`config.mk`:
```
export PLATFORM = sky130hd
export DESIGN_NAME = laser_drive_safety_control
export DESIGN_NICKNAME = d
export VERILOG_FILES = /design/src/verilog/laser_safety_pkg.sv /design/src/verilog/fault_if.sv /design/src/verilog/fault_sync.sv /design/src/verilog/laser_drive_safety_control.sv
export SDC_FILE = /design/constraint.sdc
export NUM_CORES = 1
export LEC_CHECK = 0
export BUFFER_PORTS_ARGS = -buffer_cell sky130_fd_sc_hd__buf_2
export CAP_MARGIN = 20
export CORE_MARGIN = 1.5
export CORE_UTILIZATION = 45
export CTS_BUF_LIST = sky130_fd_sc_hd__clkbuf_2
export CTS_CLUSTER_SIZE = 30
export DETAILED_ROUTE_END_ITERATION = 12
export GPL_TIMING_DRIVEN = 0
export PLACE_DENSITY_LB_ADDON = 0.15
export SETUP_SLACK_MARGIN = 0.05
export SYNTH_ARGS = -nofsm -noshare
export SYNTH_HDL_FRONTEND = slang
export SYNTH_SLANG_ARGS = --single-unit
export TNS_END_PERCENT = 50
```
`constraint.sdc`:
```
create_clock -name clk_sys -period 1.85 [get_ports clk_sys]
set_input_delay 0.0925 -clock clk_sys [delete_from_list [all_inputs] [get_ports clk_sys]]
set_output_delay 0.0925 -clock clk_sys [all_outputs]
set_load 0.01 [all_outputs]
```
`src/verilog/laser_safety_pkg.sv`:
```
package laser_safety_pkg;
  // ----------------------------------------------------------------
  // register map (byte addresses)
  // ----------------------------------------------------------------
  localparam logic [7:0] ADDR_CONFIG = 8'h00;
  localparam logic [7:0] ADDR_PWR_LO = 8'h04;
  localparam logic [7:0] ADDR_PWR_HI = 8'h08;
  localparam logic [7:0] ADDR_FRAME = 8'h0C;
  localparam logic [7:0] ADDR_STATUS = 8'h10;
  localparam logic [7:0] ADDR_INT_STAT = 8'h14;
  localparam logic [7:0] ADDR_INT_MASK = 8'h18;
  // ----------------------------------------------------------------
  // field positions and reset values
  // ----------------------------------------------------------------
  localparam int MODE_BIT = 0;
  localparam int FAULT_CLEAR_BIT = 1;
  localparam logic [31:0] CONFIG_RST = 32'h0000_0000;
  localparam logic [7:0] PWR_LO_RST = 8'h00;
  localparam logic [7:0] PWR_HI_RST = 8'h00;
  localparam logic [15:0] FRAME_LEN_RST = 16'h00C8;
  localparam logic [15:0] LIGHT_LEN_RST = 16'h0040;
  localparam logic [2:0] INT_MASK_RST = 3'h0;
  // ----------------------------------------------------------------
  // self-test timing
  // ----------------------------------------------------------------
  localparam int TEST_STEP_NS = 200;
  localparam int CLK_PERIOD_NS = 10;
  localparam logic [7:0] TEST_STEP_CYC = 8'((TEST_STEP_NS + CLK_PERIOD_NS - 1) / CLK_PERIOD_NS);
  typedef enum logic [1:0] {MODE_SHUTTER_E, MODE_CONT_E} mode_t;
  typedef enum logic [2:0] {
    ST_IDLE, ST_GND, ST_SUPPLY, ST_INJECT, ST_DONE
  } test_state_t;
endpackage

```
`src/verilog/fault_if.sv`:
```
`timescale 1ns/1ps
interface fault_if;
  logic rbinShort;
  logic driveShortGnd;
  logic driveShortSup;
  logic injectFault;
  modport sync (input injectFault, output rbinShort, driveShortGnd, driveShortSup);
  modport core (output injectFault, input rbinShort, driveShortGnd, driveShortSup);
endinterface

```
`src/verilog/fault_sync.sv`:
```
`timescale 1ns/1ps
module fault_sync (
  input wire logic clk_sys,
  input wire logic rst_b,
  input wire logic rbinLowRaw,
  input wire logic driveLowRaw,
  input wire logic driveHighRaw,
  fault_if.sync flt
);
  logic [2:0] meta_q;
  logic [2:0] sync_q;
  logic [2:0] raw;
  // ----------------------------------------------------------------
  // two-stage synchronisers, one per comparator
  // ----------------------------------------------------------------
  assign raw = {driveHighRaw, driveLowRaw, rbinLowRaw};
  genvar i;
  generate
    for (i = 0; i < 3; i++) begin : g_sync
      always_ff @(posedge clk_sys) begin
        if (!rst_b) begin
          meta_q[i] <= 1'b0;
          sync_q[i] <= 1'b0;
        end else begin
          meta_q[i] <= raw[i];
          sync_q[i] <= meta_q[i];
        end
      end
    end
  endgenerate
  // injected test fault forces the ground detector, proving the path
  assign flt.rbinShort = sync_q[0];
  assign flt.driveShortGnd = sync_q[1] | flt.injectFault;
  assign flt.driveShortSup = sync_q[2];
endmodule

```
`src/verilog/laser_drive_safety_control.sv`:
```
// Function
// - continuous mode: drive on unless powered down
// - shutter mode: drive only in light window
// - one config bit selects the mode
// - watch bias and drive pins for shorts
// - fault cuts current source, enable high
// - supply enable low normally, high on fault
// - low power config write starts self-test
// - self-test checks gnd, supply, detector path
//
// The AHB-Lite interface to the registers and the address map were chosen for this implementation.
`timescale 1ns/1ps
module laser_drive_safety_control (
  input wire logic clk_sys,
  input wire logic rst_b,
  input wire logic [31:0] haddr,
  input wire logic [1:0] htrans,
  input wire logic hwrite,
  input wire logic [2:0] hsize,
  input wire logic hsel,
  input wire logic hready,
  input wire logic [31:0] hwdata,
  output logic [31:0] hrdata,
  output logic hreadyout,
  output logic hresp,
  input wire logic power_down_n,
  input wire logic rbinLowRaw,
  input wire logic driveLowRaw,
  input wire logic driveHighRaw,
  output logic driveCurrentEn,
  output logic emitter_supply_enable_n,
  output logic [7:0] emitter_power_cfg_lo,
  output logic [7:0] emitter_power_cfg_hi,
  output logic irq
);
  fault_if flt();
  // ----------------------------------------------------------------
  // pin synchronisation
  // ----------------------------------------------------------------
  logic pdMeta_q;
  logic pdSync_q;
  always_ff @(posedge clk_sys) begin
    if (!rst_b) begin
      pdMeta_q <= 1'b0;
      pdSync_q <= 1'b0;
    end else begin
      pdMeta_q <= power_down_n;
      pdSync_q <= pdMeta_q;
    end
  end
  fault_sync u_sync (
    .clk_sys(clk_sys),
    .rst_b(rst_b),
    .rbinLowRaw(rbinLowRaw),
    .driveLowRaw(driveLowRaw),
    .driveHighRaw(driveHighRaw),
    .flt(flt)
  );
  // ----------------------------------------------------------------
  // AHB-Lite slave
  // ----------------------------------------------------------------
  logic [7:0] addr_q;
  logic wr_q;
  logic rd_q;
  logic accept;
  logic doWrite;
  logic doRead;
  assign accept = hsel & hready & htrans[1];
  assign doWrite = wr_q;
  assign doRead = rd_q;
  // address is held between transfers so hrdata stays steady while idle
  always_ff @(posedge clk_sys) begin
    if (!rst_b) begin
      addr_q <= 8'h00;
    end else if (accept) begin
      addr_q <= haddr[7:0];
    end
  end
  always_ff @(posedge clk_sys) begin
    if (!rst_b) begin
      wr_q <= 1'b0;
      rd_q <= 1'b0;
    end else begin
      wr_q <= accept & hwrite;
      rd_q <= accept & ~hwrite;
    end
  end
  assign hreadyout = 1'b1;
  assign hresp = 1'b0;
  logic wrCfg;
  logic wrLo;
  logic wrHi;
  logic wrFrame;
  logic wrMask;
  logic rdStat;
  assign wrCfg = doWrite && addr_q == laser_safety_pkg::ADDR_CONFIG;
  assign wrLo = doWrite && addr_q == laser_safety_pkg::ADDR_PWR_LO;
  assign wrHi = doWrite && addr_q == laser_safety_pkg::ADDR_PWR_HI;
  assign wrFrame = doWrite && addr_q == laser_safety_pkg::ADDR_FRAME;
  assign wrMask = doWrite && addr_q == laser_safety_pkg::ADDR_INT_MASK;
  assign rdStat = doRead && addr_q == laser_safety_pkg::ADDR_INT_STAT;
  // ----------------------------------------------------------------
  // configuration registers
  // ----------------------------------------------------------------
  logic [31:0] config_q;
  logic [7:0] pwrLo_q;
  logic [7:0] pwrHi_q;
  logic [15:0] frameLen_q;
  logic [15:0] lightLen_q;
  logic [2:0] intMask_q;
  logic faultClr;
  assign faultClr = wrCfg & hwdata[laser_safety_pkg::FAULT_CLEAR_BIT];
  always_ff @(posedge clk_sys) begin
    if (!rst_b) begin
      config_q <= laser_safety_pkg::CONFIG_RST;
    end else if (wrCfg) begin
      config_q <= {31'h0000_0000, hwdata[laser_safety_pkg::MODE_BIT]};
    end
  end
  always_ff @(posedge clk_sys) begin
    if (!rst_b) begin
      pwrLo_q <= laser_safety_pkg::PWR_LO_RST;
    end else if (wrLo) begin
      pwrLo_q <= hwdata[7:0];
    end
  end
  always_ff @(posedge clk_sys) begin
    if (!rst_b) begin
      pwrHi_q <= laser_safety_pkg::PWR_HI_RST;
    end else if (wrHi) begin
      pwrHi_q <= hwdata[7:0];
    end
  end
  always_ff @(posedge clk_sys) begin
    if (!rst_b) begin
      frameLen_q <= laser_safety_pkg::FRAME_LEN_RST;
    end else if (wrFrame) begin
      frameLen_q <= hwdata[15:0];
    end
  end
  always_ff @(posedge clk_sys) begin
    if (!rst_b) begin
      lightLen_q <= laser_safety_pkg::LIGHT_LEN_RST;
    end else if (wrFrame) begin
      lightLen_q <= hwdata[31:16];
    end
  end
  always_ff @(posedge clk_sys) begin
    if (!rst_b) begin
      intMask_q <= laser_safety_pkg::INT_MASK_RST;
    end else if (wrMask) begin
      intMask_q <= hwdata[2:0];
    end
  end
  assign emitter_power_cfg_lo = pwrLo_q;
  assign emitter_power_cfg_hi = pwrHi_q;
  // reset value 0 is shutter mode, the long-life default
  logic contMode;
  assign contMode = config_q[laser_safety_pkg::MODE_BIT];
  // ----------------------------------------------------------------
  // frame timing for shutter mode
  // ----------------------------------------------------------------
  logic [15:0] frameCnt_q;
  logic frameWrap;
  logic inLight;
  assign frameWrap = frameCnt_q >= frameLen_q;
  assign inLight = frameCnt_q < lightLen_q;
  always_ff @(posedge clk_sys) begin
    if (!rst_b) begin
      frameCnt_q <= 16'h0000;
    end else if (frameWrap || !pdSync_q) begin
      frameCnt_q <= 16'h0000;
    end else begin
      frameCnt_q <= frameCnt_q + 16'h0001;
    end
  end
  // ----------------------------------------------------------------
  // self-test sequencer
  // ----------------------------------------------------------------
  laser_safety_pkg::test_state_t tst_q;
  laser_safety_pkg::test_state_t tst_d;
  logic [7:0] stepCnt_q;
  logic stepDone;
  logic testFail_q;
  logic testFail_d;
  logic testBusy;
  assign stepDone = stepCnt_q == laser_safety_pkg::TEST_STEP_CYC;
  assign testBusy = tst_q != laser_safety_pkg::ST_IDLE;
  assign flt.injectFault = tst_q == laser_safety_pkg::ST_INJECT;
  always_comb begin
    tst_d = tst_q;
    testFail_d = testFail_q;
    case (tst_q)
      laser_safety_pkg::ST_IDLE: begin
        if (wrLo) begin
          tst_d = laser_safety_pkg::ST_GND;
          testFail_d = 1'b0;
        end
      end
      laser_safety_pkg::ST_GND: begin
        if (stepDone) begin
          testFail_d = testFail_q | flt.driveShortGnd;
          tst_d = laser_safety_pkg::ST_SUPPLY;
        end
      end
      laser_safety_pkg::ST_SUPPLY: begin
        if (stepDone) begin
          testFail_d = testFail_q | flt.driveShortSup;
          tst_d = laser_safety_pkg::ST_INJECT;
        end
      end
      laser_safety_pkg::ST_INJECT: begin
        if (stepDone) begin
          // detector must see the injected short, else it is broken
          testFail_d = testFail_q | ~flt.driveShortGnd;
          tst_d = laser_safety_pkg::ST_DONE;
        end
      end
      laser_safety_pkg::ST_DONE: begin
        tst_d = laser_safety_pkg::ST_IDLE;
      end
      default: begin
        tst_d = laser_safety_pkg::ST_IDLE;
      end
    endcase
    // a write mid-test restarts it, so every write gets a whole test
    if (wrLo) begin
      tst_d = laser_safety_pkg::ST_GND;
      testFail_d = 1'b0;
    end
  end
  logic stepClr;
  assign stepClr = tst_d != tst_q || stepDone || wrLo;
  always_ff @(posedge clk_sys) begin
    if (!rst_b) begin
      tst_q <= laser_safety_pkg::ST_IDLE;
    end else begin
      tst_q <= tst_d;
    end
  end
  always_ff @(posedge clk_sys) begin
    if (!rst_b) begin
      testFail_q <= 1'b0;
    end else begin
      testFail_q <= testFail_d;
    end
  end
  always_ff @(posedge clk_sys) begin
    if (!rst_b) begin
      stepCnt_q <= 8'h00;
    end else if (stepClr) begin
      stepCnt_q <= 8'h00;
    end else begin
      stepCnt_q <= stepCnt_q + 8'h01;
    end
  end
  // ----------------------------------------------------------------
  // fault latch and drive control
  // ----------------------------------------------------------------
  logic liveFault;
  logic fault_q;
  logic testEnd;
  assign testEnd = tst_q == laser_safety_pkg::ST_DONE;
  // injected pulse is masked from the live path so a self-test never trips it
  assign liveFault = flt.rbinShort | (flt.driveShortGnd & ~flt.injectFault);
  // a failed self-test latches like a live short
  logic faultSet;
  assign faultSet = liveFault | (testEnd & testFail_q);
  always_ff @(posedge clk_sys) begin
    if (!rst_b) begin
      fault_q <= 1'b0;
    end else if (faultSet) begin
      fault_q <= 1'b1;
    end else if (faultClr) begin
      fault_q <= 1'b0;
    end
  end
  logic driveWant;
  logic driveOn;
  assign driveWant = contMode ? 1'b1 : inLight;
  // drive stays off during self-test so the probe sees an idle pin
  assign driveOn = driveWant & pdSync_q & ~fault_q & ~liveFault & ~testBusy;
  logic supplyOff;
  assign supplyOff = fault_q | liveFault;
  always_ff @(posedge clk_sys) begin
    if (!rst_b) begin
      driveCurrentEn <= 1'b0;
    end else begin
      driveCurrentEn <= driveOn;
    end
  end
  always_ff @(posedge clk_sys) begin
    if (!rst_b) begin
      emitter_supply_enable_n <= 1'b1;
    end else begin
      emitter_supply_enable_n <= supplyOff;
    end
  end
  // ----------------------------------------------------------------
  // interrupts: fault, self-test done, self-test fail
  // ----------------------------------------------------------------
  logic [2:0] intStat_q;
  logic [2:0] intEvt;
  assign intEvt = {testEnd & testFail_q, testEnd, liveFault};
  // an event in the cycle of the clearing read survives it: set wins
  genvar b;
  generate
    for (b = 0; b < 3; b++) begin : g_int
      always_ff @(posedge clk_sys) begin
        if (!rst_b) begin
          intStat_q[b] <= 1'b0;
        end else if (intEvt[b]) begin
          intStat_q[b] <= 1'b1;
        end else if (rdStat) begin
          intStat_q[b] <= 1'b0;
        end
      end
    end
  endgenerate
  assign irq = |(intStat_q & intMask_q);
  // ----------------------------------------------------------------
  // read mux
  // ----------------------------------------------------------------
  logic rdSelCfg;
  logic rdSelLo;
  logic rdSelHi;
  logic rdSelFrame;
  logic rdSelStatus;
  logic rdSelIntStat;
  logic rdSelMask;
  logic [31:0] statusWord;
  logic [31:0] rdMux;
  assign rdSelCfg = addr_q == laser_safety_pkg::ADDR_CONFIG;
  assign rdSelLo = addr_q == laser_safety_pkg::ADDR_PWR_LO;
  assign rdSelHi = addr_q == laser_safety_pkg::ADDR_PWR_HI;
  assign rdSelFrame = addr_q == laser_safety_pkg::ADDR_FRAME;
  assign rdSelStatus = addr_q == laser_safety_pkg::ADDR_STATUS;
  assign rdSelIntStat = addr_q == laser_safety_pkg::ADDR_INT_STAT;
  assign rdSelMask = addr_q == laser_safety_pkg::ADDR_INT_MASK;
  assign statusWord = {27'h000_0000, testFail_q, testBusy, pdSync_q, driveCurrentEn, fault_q};
  // unmapped offsets fall through every select and read as zero
  assign rdMux = ({32{rdSelCfg}} & config_q)
    | ({32{rdSelLo}} & {24'h00_0000, pwrLo_q})
    | ({32{rdSelHi}} & {24'h00_0000, pwrHi_q})
    | ({32{rdSelFrame}} & {lightLen_q, frameLen_q})
    | ({32{rdSelStatus}} & statusWord)
    | ({32{rdSelIntStat}} & {29'h0000_0000, intStat_q})
    | ({32{rdSelMask}} & {29'h0000_0000, intMask_q});
  assign hrdata = rdMux;
endmodule

```
==> results.sh, run 1 <==
export IMPL_status="finished, violations left"
export IMPL_violations="negative setup slack"
export IMPL_ys_types=55
export IMPL_clk_pin_slew_ps=270
export IMPL_drt_vias_per_instance=5.19
export IMPL_ys_warn_count=0
export IMPL_tightest_slew_ps=697
export IMPL_async_reset_ff_share_pct=0
export IMPL_critical_path_endpoint_type="output port"
export IMPL_tritoncts="built"
export IMPL_timing_fmax_ghz=0.378
export IMPL_io_buffer_count=100
export IMPL_routedWlPerCell_um=15.9
export IMPL_fp_row_count=38
export IMPL_diodes=0
export IMPL_place_area_um2=5810
export IMPL_dp_hpwl_um=9680
export IMPL_drive_above_1_share_pct=29.6
export IMPL_cts_root_buf="clkbuf_2"
export IMPL_h_tree_depth=3
export IMPL_cp_max_fo=6
export IMPL_synthFlopType="dfxtp_1"
export IMPL_start_kind="flop"
export IMPL_min_period_over_period_pct=143
export IMPL_dr_wl_met2_um=7030
export IMPL_drcViolationCount=0
export IMPL_grt_pass1_vias=4470
export IMPL_yosysSeqAreaShare_pct=40.5
export IMPL_cts_buffer_depth=2
export IMPL_peakVddDrop_mv=0.559
export IMPL_gr_total_overflow=0
export IMPL_dieWidth_um=110
export IMPL_grt_pass1_wl_um=22100
export IMPL_cp_arrival_ps=2550
export IMPL_clk_latency_ps=620
export IMPL_syn_instance_count=574
export IMPL_hold_path_class="primary input to flop"
export IMPL_maxCapViolations=0
export IMPL_ant_nets=0
export IMPL_leakage_nw=3.15
export IMPL_drtPass1Iterations=5
export IMPL_wirelength_um=14800
export IMPL_ys_seq_elements=104
export IMPL_num_vias=4819
export IMPL_crit_required_ps=1760
export IMPL_power_density_nw_per_um2=547
export IMPL_core_area_um2=11000
export IMPL_hold_violations=0
export IMPL_wl_met1_um=6660
export IMPL_relSlewSlack_pct=53.6
export IMPL_drt_iter0_markers=284
export IMPL_setup_viol=95
export IMPL_grt_max_degree=17
export IMPL_route_met3_wl_um=840
export IMPL_dieArea_um2=12100
export IMPL_syn_area_um2=5140
export IMPL_skew_ps=24.6
export IMPL_worst_hold_slack_ps=56.7
export IMPL_finalNetCount=895
export IMPL_gr_usage_all_layers_pct=24.3
export IMPL_start_util_pct=46.8
export IMPL_fin_ws_ps=-793
export IMPL_io_pins=131
export IMPL_cts_buffers=9
export IMPL_synth_edff_count=0
export IMPL_fp_dieH_um=110
export IMPL_min_period_ps=2640
export IMPL_cts_sinks=104
export IMPL_rsz0062_at_grt="yes"
export IMPL_synth_area_per_cell_um2=8.95
export IMPL_syn_to_final_growth_pct=42.7
export IMPL_design_area_um2=7330
export IMPL_syn_nets=686
export IMPL_top_layer_used="met4"
export IMPL_place_congestion=0.877
export IMPL_finalMaxSlewViolations=0
export IMPL_critPathKind="flop to output port"
export IMPL_antenna_found_initial=0
==> timing repair <==
item	in CTS	in global routing
hold buffers	60	0
gates resized for setup	49	77
pin swaps	10	16
endpoints found under the setup margin	110	117
buffers inserted	17	15
hold endpoints to repair	70	0
gates cloned	3	4
==> state kept, by name, indices dropped and copies added (netlist names), 3 cells and up <==
signal / flops
stepCnt_q: 8
emitter_power_cfg_hi: 8
u_sync.meta_q: 3
tst_q: 3
intStat_q: 3
emitter_power_cfg_lo: 8
intMask_q: 3
frameLen_q: 16
frameCnt_q: 16
addr_q: 8
lightLen_q: 16
==> power by group <==
group	switching (mW)	total (mW)	internal [mW]	leakage (nW)
clock	0.771	1.35	0.583	0.0935
combinational	0.160	0.359	0.199	2.21
sequential	0.0238	2.30	2.28	0.851
==> synth_stat cells (3+ instances only) <==
library cell	number	area (um^2)
dfxtp_1	104	2080
nor2_1	88	330
mux2i_1	52	521
inv_1	43	161
ha_1	34	425
and2_1	33	206
nand2_1	33	124
a21oi_1	23	115
nand3_1	16	80.1
clkbuf_1	14	52.6
xor2_1	14	123
nand4_1	12	75.1
o21ai_0	9	45.0
nor3_1	8	40.0
and3_1	7	43.8
xnor2_1	7	61.3
a211oi_1	5	37.5
buf_2	5	25.0
nor2b_1	5	31.3
o211ai_1	5	37.5
a222oi_1	4	40.0
nand2b_1	4	25.0
a21o_1	3	22.5
buf_12	3	60.1
==> area by class of cell <==
| type | instances | area, um^2 |
|---|---|---|
| Buffer | 26 | 233 |
| Clock inverter | 6 | 108 |
| Clock buffer | 10 | 50.0 |
| Inverter | 44 | 165 |
| Fill cell | 889 | 3650 |
| Sequential cell | 104 | 2100 |
| Multi-Input combinational cell | 399 | 2860 |
| Timing Repair Buffer | 199 | 1640 |
| Tap cell | 140 | 175 |
==> path summary, 6_finish.rpt <==
kind	startpoint	endpoint	slack, ps	cells after the start
max	addr_q[6]$_SDFFE_PN0P_	hrdata[3]	-790	6
min	hready	addr_q[4]$_SDFFE_PN0P_	60	5
max reg2reg	addr_q[6]$_SDFFE_PN0P_	lightLen_q[3]$_SDFFE_PN0P_	-470	9
min reg2reg	frameCnt_q[0]$_SDFF_PP0_	frameCnt_q[0]$_SDFF_PP0_	470	1
==> cell families (layout without fill, tap and decap cells) <==
kind of cell,after synthesis,in the layout,synth area share (%)
other,2,2,0.146
xor gates and xnor gates,21,21,3.58
DFF,104,104,40.5
muxes,54,54,10.8
adders and majority gates,34,34,8.28
AOI/OAI and AO/OA,65,65,8.40
and+or+nand+nor,223,223,21.7
buffers and inverters,71,285,6.62
==> per-stage QoR <==
stage	setup slack, ps	util [%]	TNS [ps]	power [mW]	instances
2_1_floorplan	11.6	-	0	2.44	574
3_3_place_gp	-376	52.9	-20030	2.55	814
3_5_place_dp	-340	52.9	-20620	2.55	814
4_1_cts	-794	62.6	-34130	4.00	909
5_1_grt	-900	66.8	-50550	4.15	928
6_report	-793	66.8	-41090	4.01	928
==> worst max-delay path, stage by stage (launching register included) <==
cell     delay [ps]
dfxtp_2         380
or4_4           570
or2_4           290
nor3b_4         200
buf_6           160
a221o_1         180
buf_2           140
==> cell usage in the layout (no fill, tap or decap), types with 7 or more instances in the layout <==
cell,netlist,final
a21oi_1,23,22
and2_1,33,14
and2_4,0,19
buf_2,5,81
buf_4,2,27
buf_6,0,30
clkbuf_1,14,9
clkbuf_2,0,14
dfxtp_1,104,86
dfxtp_2,0,18
dlygate4sd3_1,0,60
ha_1,34,33
inv_1,43,42
mux2i_1,52,49
nand2_1,33,33
nand3_1,16,16
nand4_1,12,12
nor2_1,88,86
nor3_1,8,7
xnor2_1,7,7
xor2_1,14,14
==> metal layers <==
layer  track usage [%]  up-vias
li1                  -     2371
met1              30.8     2269
met2              40.8      159
met3              6.05       20
met4              7.05        0
met5                 0        -
(Power assumes the default switching activity.)
==> inputs of run 2 (changes only) <==
--- a/config.mk
+++ b/config.mk
@@ -13,7 +13,8 @@
 export CTS_CLUSTER_SIZE = 30
 export DETAILED_ROUTE_END_ITERATION = 12
 export GPL_TIMING_DRIVEN = 0
-export PLACE_DENSITY_LB_ADDON = 0.15
+export MAX_ROUTING_LAYER = met4
+export PLACE_DENSITY_LB_ADDON = 0.05
 export SETUP_SLACK_MARGIN = 0.05
 export SYNTH_ARGS = -nofsm -noshare
 export SYNTH_HDL_FRONTEND = slang
==> results.sh, run 2 (synthesis results as in run 1) <==
export IMPL_place_area_um2=5810
export IMPL_fp_dieH_um=110
export IMPL_cts_sinks=104
export IMPL_syn_to_final_growth_pct=40.9
export IMPL_rsz0062_at_grt="yes"
export IMPL_tritoncts="built"
export IMPL_power_density_nw_per_um2=515
export IMPL_mostFrequentLayoutCells="dfxtp_1, nor2_1, buf_2"
export IMPL_hold_path_class="primary input to flop"
export IMPL_drt_vias_per_instance=5.18
export IMPL_hold_violations=0
export IMPL_diodes=0
export IMPL_tightest_slew_ps=652
export IMPL_setup_viol=88
export IMPL_critPathKind="flop to output port"
export IMPL_min_period_ps=2570
export IMPL_relSlewSlack_pct=56.5
export IMPL_h_tree_depth=3
export IMPL_critical_path_endpoint_type="output port"
export IMPL_dieWidth_um=110
export IMPL_io_pins=131
export IMPL_io_buffer_count=100
export IMPL_leakage_nw=3.05
export IMPL_core_area_um2=11000
export IMPL_dieArea_um2=12100
export IMPL_finalNetCount=879
export IMPL_fin_ws_ps=-723
export IMPL_status="finished, violations left"
export IMPL_start_kind="flop"
export IMPL_antenna_found_initial=0
export IMPL_peakVddDrop_mv=0.273
export IMPL_dp_hpwl_um=9780
export IMPL_wirelength_um=14700
export IMPL_grt_max_degree=17
export IMPL_cts_root_buf="clkbuf_2"
export IMPL_timing_fmax_ghz=0.389
export IMPL_r2r_start="addr_q[6]$_SDFFE_PN0P_"
export IMPL_grt_pass1_wl_um=22200
export IMPL_skew_ps=28.8
export IMPL_rrSetupSlack_ps=-360
export IMPL_num_vias=4726
export IMPL_drcViolationCount=0
export IMPL_rr_worst_depth=8
export IMPL_gr_usage_all_layers_pct=25.2
export IMPL_fp_row_count=38
export IMPL_drtPass1Iterations=5
export IMPL_cp_max_fo=5
export IMPL_finalMaxSlewViolations=0
export IMPL_maxCapViolations=0
export IMPL_place_congestion=0.902
export IMPL_cts_buffers=9
export IMPL_design_area_um2=7240
export IMPL_drt_iter0_markers=169
export IMPL_start_util_pct=46.8
export IMPL_clk_pin_slew_ps=260
export IMPL_min_period_over_period_pct=139
export IMPL_layout_commonest_cell="dfxtp_1"
export IMPL_crit_required_ps=1760
export IMPL_routedWlPerCell_um=16.2
export IMPL_cp_endpoint="hrdata[23]"
export IMPL_gr_total_overflow=0
export IMPL_cts_buffer_depth=2
export IMPL_top_regs="frameCnt_q: 16 flops, frameLen_q: 16 flops, lightLen_q: 16 flops"
export IMPL_crit_start="addr_q[6]$_SDFFE_PN0P_"
export IMPL_fillCellCount=932
export IMPL_ant_nets=0
export IMPL_drive_above_1_share_pct=28.5
export IMPL_cp_arrival_ps=2480
export IMPL_clk_latency_ps=600
export IMPL_grt_pass1_vias=4521
export IMPL_violations="negative setup slack"
export IMPL_fin_util_pct=65.9
export IMPL_regToRegEndpoint="lightLen_q[14]$_SDFFE_PN0P_"
-- run 2: cell types whose count changed in the layout (fill, tap and decap cells not counted), sizes merged --
cell / previous run / this run
buf: 147 / 133
bufinv: 3 / 1
dlygate4sd3: 60 / 58
bufbuf: 1 / 2
clkbuf: 27 / 26
clkinv: 3 / 4
clkinvlp: 0 / 1
-- run 2: critical path, stage by stage (launching register included) --
cell and delay (ps):
dfxtp_2 380, or4_4 570, nor2_4 140, and3_4 290, buf_12 130, buf_6 100, and2_1 130, buf_2 140
-- run 2: report_power, final --
part / leakage, nW / internal (mW) / total, mW / switching [mW]
combinational: 2.13 / 0.190 / 0.351 / 0.161
clock: 0.0693 / 0.310 / 1.08 / 0.768
sequential: 0.849 / 2.27 / 2.30 / 0.0234
total: 3.05 / 2.78 / 3.73 / 0.953
-- run 2: layout make-up --
class / instances / area [um^2] / area share (%)
plain buffers: 26 / 234 / 3.23
clock buffers: 10 / 50.0 / 0.691
clock inverters: 6 / 60.1 / 0.830
inverters: 44 / 165 / 2.28
multi-input cells: 399 / 2910 / 40.1
flip-flops and latches: 104 / 2100 / 29.0
well taps: 140 / 175 / 2.42
repair buffers: 183 / 1550 / 21.4
-- run 2: stage by stage --
| stage | cells | TNS (ps) | setup slack (ps) | power (mW) | hold WS, ps |
|---|---|---|---|---|---|
| floorplan | 574 | 0 | 11.6 | 2.44 | 172 |
| global placement | 814 | -18260 | -418 | 2.55 | 272 |
| detailed placement | 814 | -19860 | -398 | 2.55 | 273 |
| CTS | 902 | -40100 | -822 | 3.73 | 40.8 |
| global route | 912 | -41250 | -847 | 3.87 | 139 |
| finish | 912 | -33100 | -723 | 3.73 | 103 |
-- run 2: timing repair --
item	in CTS	in global routing
hold buffers	58	0
buffers inserted	12	6
pin swaps	20	14
gates cloned	3	4
setup endpoints to repair	109	114
gates resized for setup	36	92
endpoints found under the hold margin	72	0
-- run 2: how the worst min path moves through the flow --
| stage | slack, ps | startpoint | endpoint | cells past startpoint |
|---|---|---|---|---|
| 2_1_floorplan | 170 | hwrite | doRead$_SDFF_PN0_ | 1 |
| 3_3_place_gp | 270 | hwrite | doRead$_SDFF_PN0_ | 2 |
| 3_5_place_dp | 270 | hwrite | doRead$_SDFF_PN0_ | 2 |
| 4_1_cts | 40 | hsel | addr_q[4]$_SDFFE_PN0P_ | 5 |
| 5_1_grt | 140 | hsel | addr_q[4]$_SDFFE_PN0P_ | 5 |
| 6_report | 100 | hsel | addr_q[4]$_SDFFE_PN0P_ | 5 |
-- run 2: metal layers --
| layer | up-vias | part of all wire, % | routed length [um] | global-route usage (%) |
|---|---|---|---|---|
| met4 | 0 | 2.1 | 308 | 9.28 |
| met1 | 2225 | 46 | 6810 | 32.4 |
| met3 | 25 | 4.8 | 705 | 3.26 |
| met5 | - | 0 | 0 | - |
| li1 | 2343 | - | - | - |
| met2 | 133 | 47 | 6900 | 40.4 |
==> inputs of run 3 (changes only) <==
--- a/config.mk
+++ b/config.mk
@@ -13,10 +13,12 @@
 export CTS_CLUSTER_SIZE = 30
 export DETAILED_ROUTE_END_ITERATION = 12
 export GPL_TIMING_DRIVEN = 0
+export HOLD_SLACK_MARGIN = 0.06
 export MAX_ROUTING_LAYER = met4
 export PLACE_DENSITY_LB_ADDON = 0.05
 export SETUP_SLACK_MARGIN = 0.05
 export SYNTH_ARGS = -nofsm -noshare
 export SYNTH_HDL_FRONTEND = slang
+export SYNTH_HIERARCHICAL = 1
 export SYNTH_SLANG_ARGS = --single-unit
 export TNS_END_PERCENT = 50
==> results.sh, run 3 <==
export IMPL_top_layer_used="met4"
export IMPL_grt_max_degree=16
export IMPL_rsz0062_at_grt="yes"
export IMPL_synth_compound_area_share_pct=11.1
export IMPL_route_met3_wl_um=649
export IMPL_synth_edff_count=0
export IMPL_yosys_area_share_simple_pct=24.8
export IMPL_cp_arrival_ps=2240
export IMPL_core_area_um2=11400
export IMPL_maxCapViolations=0
export IMPL_synth_top_family_by_area="simple AND/OR/NAND/NOR gates"
export IMPL_dr_wl_met2_um=6990
export IMPL_cts_root_buf="clkbuf_2"
export IMPL_drive_above_1_share_pct=28.0
export IMPL_max_stage_delay_ps=450
export IMPL_synth_area_leaders="dfxtp_1, ha_1, nand2_1"
export IMPL_synthFlopType="dfxtp_1"
export IMPL_hold_path_class="primary input to flop"
export IMPL_cts_sinks=104
export IMPL_drtPass1Iterations=5
export IMPL_gr_usage_all_layers_pct=25.9
export IMPL_diodes=0
export IMPL_synth_top_area_share_pct=39.9
export IMPL_min_period_ps=2330
export IMPL_tritoncts="built"
export IMPL_peakVddDrop_mv=0.369
export IMPL_setup_viol=53
export IMPL_clk_latency_ps=620
export IMPL_ys_seq_elements=104
export IMPL_ys_types=55
export IMPL_synth_most_common_cell="dfxtp_1"
export IMPL_skew_ps=43.4
export IMPL_synthXorXnorAreaFrac_pct=3.53
export IMPL_syn_instance_count=626
export IMPL_cts_buffers=9
export IMPL_crit_start="addr_q[3]$_SDFFE_PN0P_"
export IMPL_io_buffer_count=100
export IMPL_wirelength_um=15200
export IMPL_start_kind="flop"
export IMPL_gr_total_overflow=0
export IMPL_drt_iter0_markers=243
export IMPL_power_density_nw_per_um2=532
export IMPL_antenna_found_initial=0
export IMPL_drt_vias_per_instance=5.16
export IMPL_crit_path_top_delay_cell="dfxtp_4"
export IMPL_relSlewSlack_pct=59.5
export IMPL_violations="negative setup slack"
export IMPL_top_regs="frameCnt_q: 16 flops, frameLen_q: 16 flops, lightLen_q: 16 flops"
export IMPL_finalMaxSlewViolations=0
export IMPL_min_period_over_period_pct=126
export IMPL_total_power_mw=3.88
export IMPL_status="finished, violations left"
export IMPL_routedWlPerCell_um=15.7
export IMPL_syn_nets=738
export IMPL_ant_nets=0
export IMPL_fp_dieH_um=111
export IMPL_crit_required_ps=1760
export IMPL_place_congestion=0.941
export IMPL_yosysSeqAreaShare_pct=39.9
export IMPL_wl_met1_um=7190
export IMPL_async_reset_ff_share_pct=0
export IMPL_ys_top_cells_by_count="dfxtp_1, nand2_1, nor2_1"
export IMPL_h_tree_depth=3
export IMPL_timing_fmax_ghz=0.428
export IMPL_drcViolationCount=0
export IMPL_dieWidth_um=111
export IMPL_hold_violations=0
export IMPL_mostFrequentLayoutCells="nand2_1, buf_2, dfxtp_1"
export IMPL_num_vias=4993
export IMPL_synth_fa_ha_area_share_pct=8.16
export IMPL_synth_area_per_cell_um2=8.33
export IMPL_fin_ws_ps=-484
export IMPL_leakage_nw=3.13
export IMPL_hp_start="rst_b"
export IMPL_grt_pass1_wl_um=24500
export IMPL_tightest_slew_ps=602
export IMPL_hold_depth=3
export IMPL_ys_warn_count=6
export IMPL_syn_area_um2=5210
export IMPL_start_util_pct=45.8
export IMPL_critPathKind="flop to output port"
export IMPL_clk_pin_slew_ps=290
export IMPL_dieArea_um2=12200
export IMPL_cts_buffer_depth=2
export IMPL_worst_hold_slack_ps=93.8
export IMPL_rr_worst_depth=9
export IMPL_layout_commonest_cell="nand2_1"
export IMPL_critical_path_endpoint_type="output port"
export IMPL_post_place_ws_ps=-320
export IMPL_syn_to_final_growth_pct=39.9
export IMPL_synth_top_area_cell="dfxtp_1"
export IMPL_synthMuxAreaShare_pct=5.45
export IMPL_dp_hpwl_um=10600
export IMPL_grt_pass1_vias=4912
export IMPL_fp_row_count=39
export IMPL_finalNetCount=932
export IMPL_cp_max_fo=10
export IMPL_io_pins=131
export IMPL_r2r_start="addr_q[4]$_SDFFE_PN0P_"
export IMPL_path_cells="buf_4 -> mux2i_1 -> nor2_1 -> a211oi_1 -> a21oi_1 -> a32o_1 -> buf_2"
==> run 3: changes by cell type in the layout (fill, tap and decap cells not counted), moves of 7 or more <==
cell / previous run / this run
a21oi_1: 22 / 50
and2_1: 11 / 23
and2_4: 22 / 10
buf_2: 77 / 91
buf_6: 33 / 24
dfxtp_1: 90 / 82
mux2i_1: 50 / 25
nand2_1: 33 / 96
nor2_1: 87 / 53
nor2_4: 1 / 8
==> run 3: repair_timing <==
item | in CTS | in global routing
pin swaps | 20 | 23
setup buffers | 12 | 6
hold endpoints to repair | 78 | 0
hold buffers | 64 | 0
endpoints found under the setup margin | 50 | 85
gates cloned | 1 | 2
gates resized for setup | 66 | 60
==> run 3: cells by family (layout without fill, tap and decap cells) <==
group | Yosys count | count (layout)
and+or+nand+nor | 269 | 269
DFF | 104 | 104
muxes | 28 | 28
xor gates and xnor gates | 21 | 21
adders and majority gates | 34 | 34
buffers and inverters | 72 | 271
other | 2 | 2
AOI/OAI and AO/OA | 96 | 96
==> run 3: through the flow <==
step / TNS [ps] / cell area, um^2 / cells / utilization (%)
CTS: -14940 / 7030 / 962 / 61.8
detailed placement: -4180 / 5890 / 869 / 51.8
global route: -24170 / 7290 / 968 / 64.1
floorplan: 0 / 5210 / 626 / -
global placement: -3170 / 5890 / 869 / 51.8
finish: -13590 / 7290 / 968 / 64.1
==> run 3: worst paths after layout <==
kind,to,slack (ps)
setup / recovery,hrdata[0],-480
hold / removal,frameLen_q[3]$_SDFFE_PN1P_,90
setup reg to reg,lightLen_q[13]$_SDFFE_PN0P_,-50
hold reg to reg,pdSync_q$_SDFF_PN0_,460
==> run 3: layer usage <==
metal,GRT usage [%],vias up
li1,-,2488
met1,34.0,2331
met2,40.6,147
met3,3.62,27
met4,10.3,0
met5,-,-
==> run 3: where the power goes <==
group | internal [mW] | switching [mW] | total, mW | leakage, nW
clock network | 0.458 | 0.744 | 1.20 | 0.0836
registers | 2.27 | 0.0297 | 2.30 | 0.854
logic | 0.210 | 0.171 | 0.381 | 2.19
total | 2.94 | 0.945 | 3.88 | 3.13
==> run 3: critical path: cells and delay by family, from the launching register on <==
family	cells	cell delay, ps
AO/OA/AOI/OAI	3	530
flip-flops	1	450
buffers and inverters	2	360
multiplexers	1	210
AND/OR/NAND/NOR	1	60
==> run 3: area by class of cell <==
cell class	count	area, um^2
Inverter	43	161
Timing Repair Buffer	185	1450
Buffer	27	220
Fill cell	1013	4080
Sequential cell	104	2130
Clock buffer	12	60.1
Tap cell	143	179
Multi-Input combinational cell	450	3030
Clock inverter	4	68.8
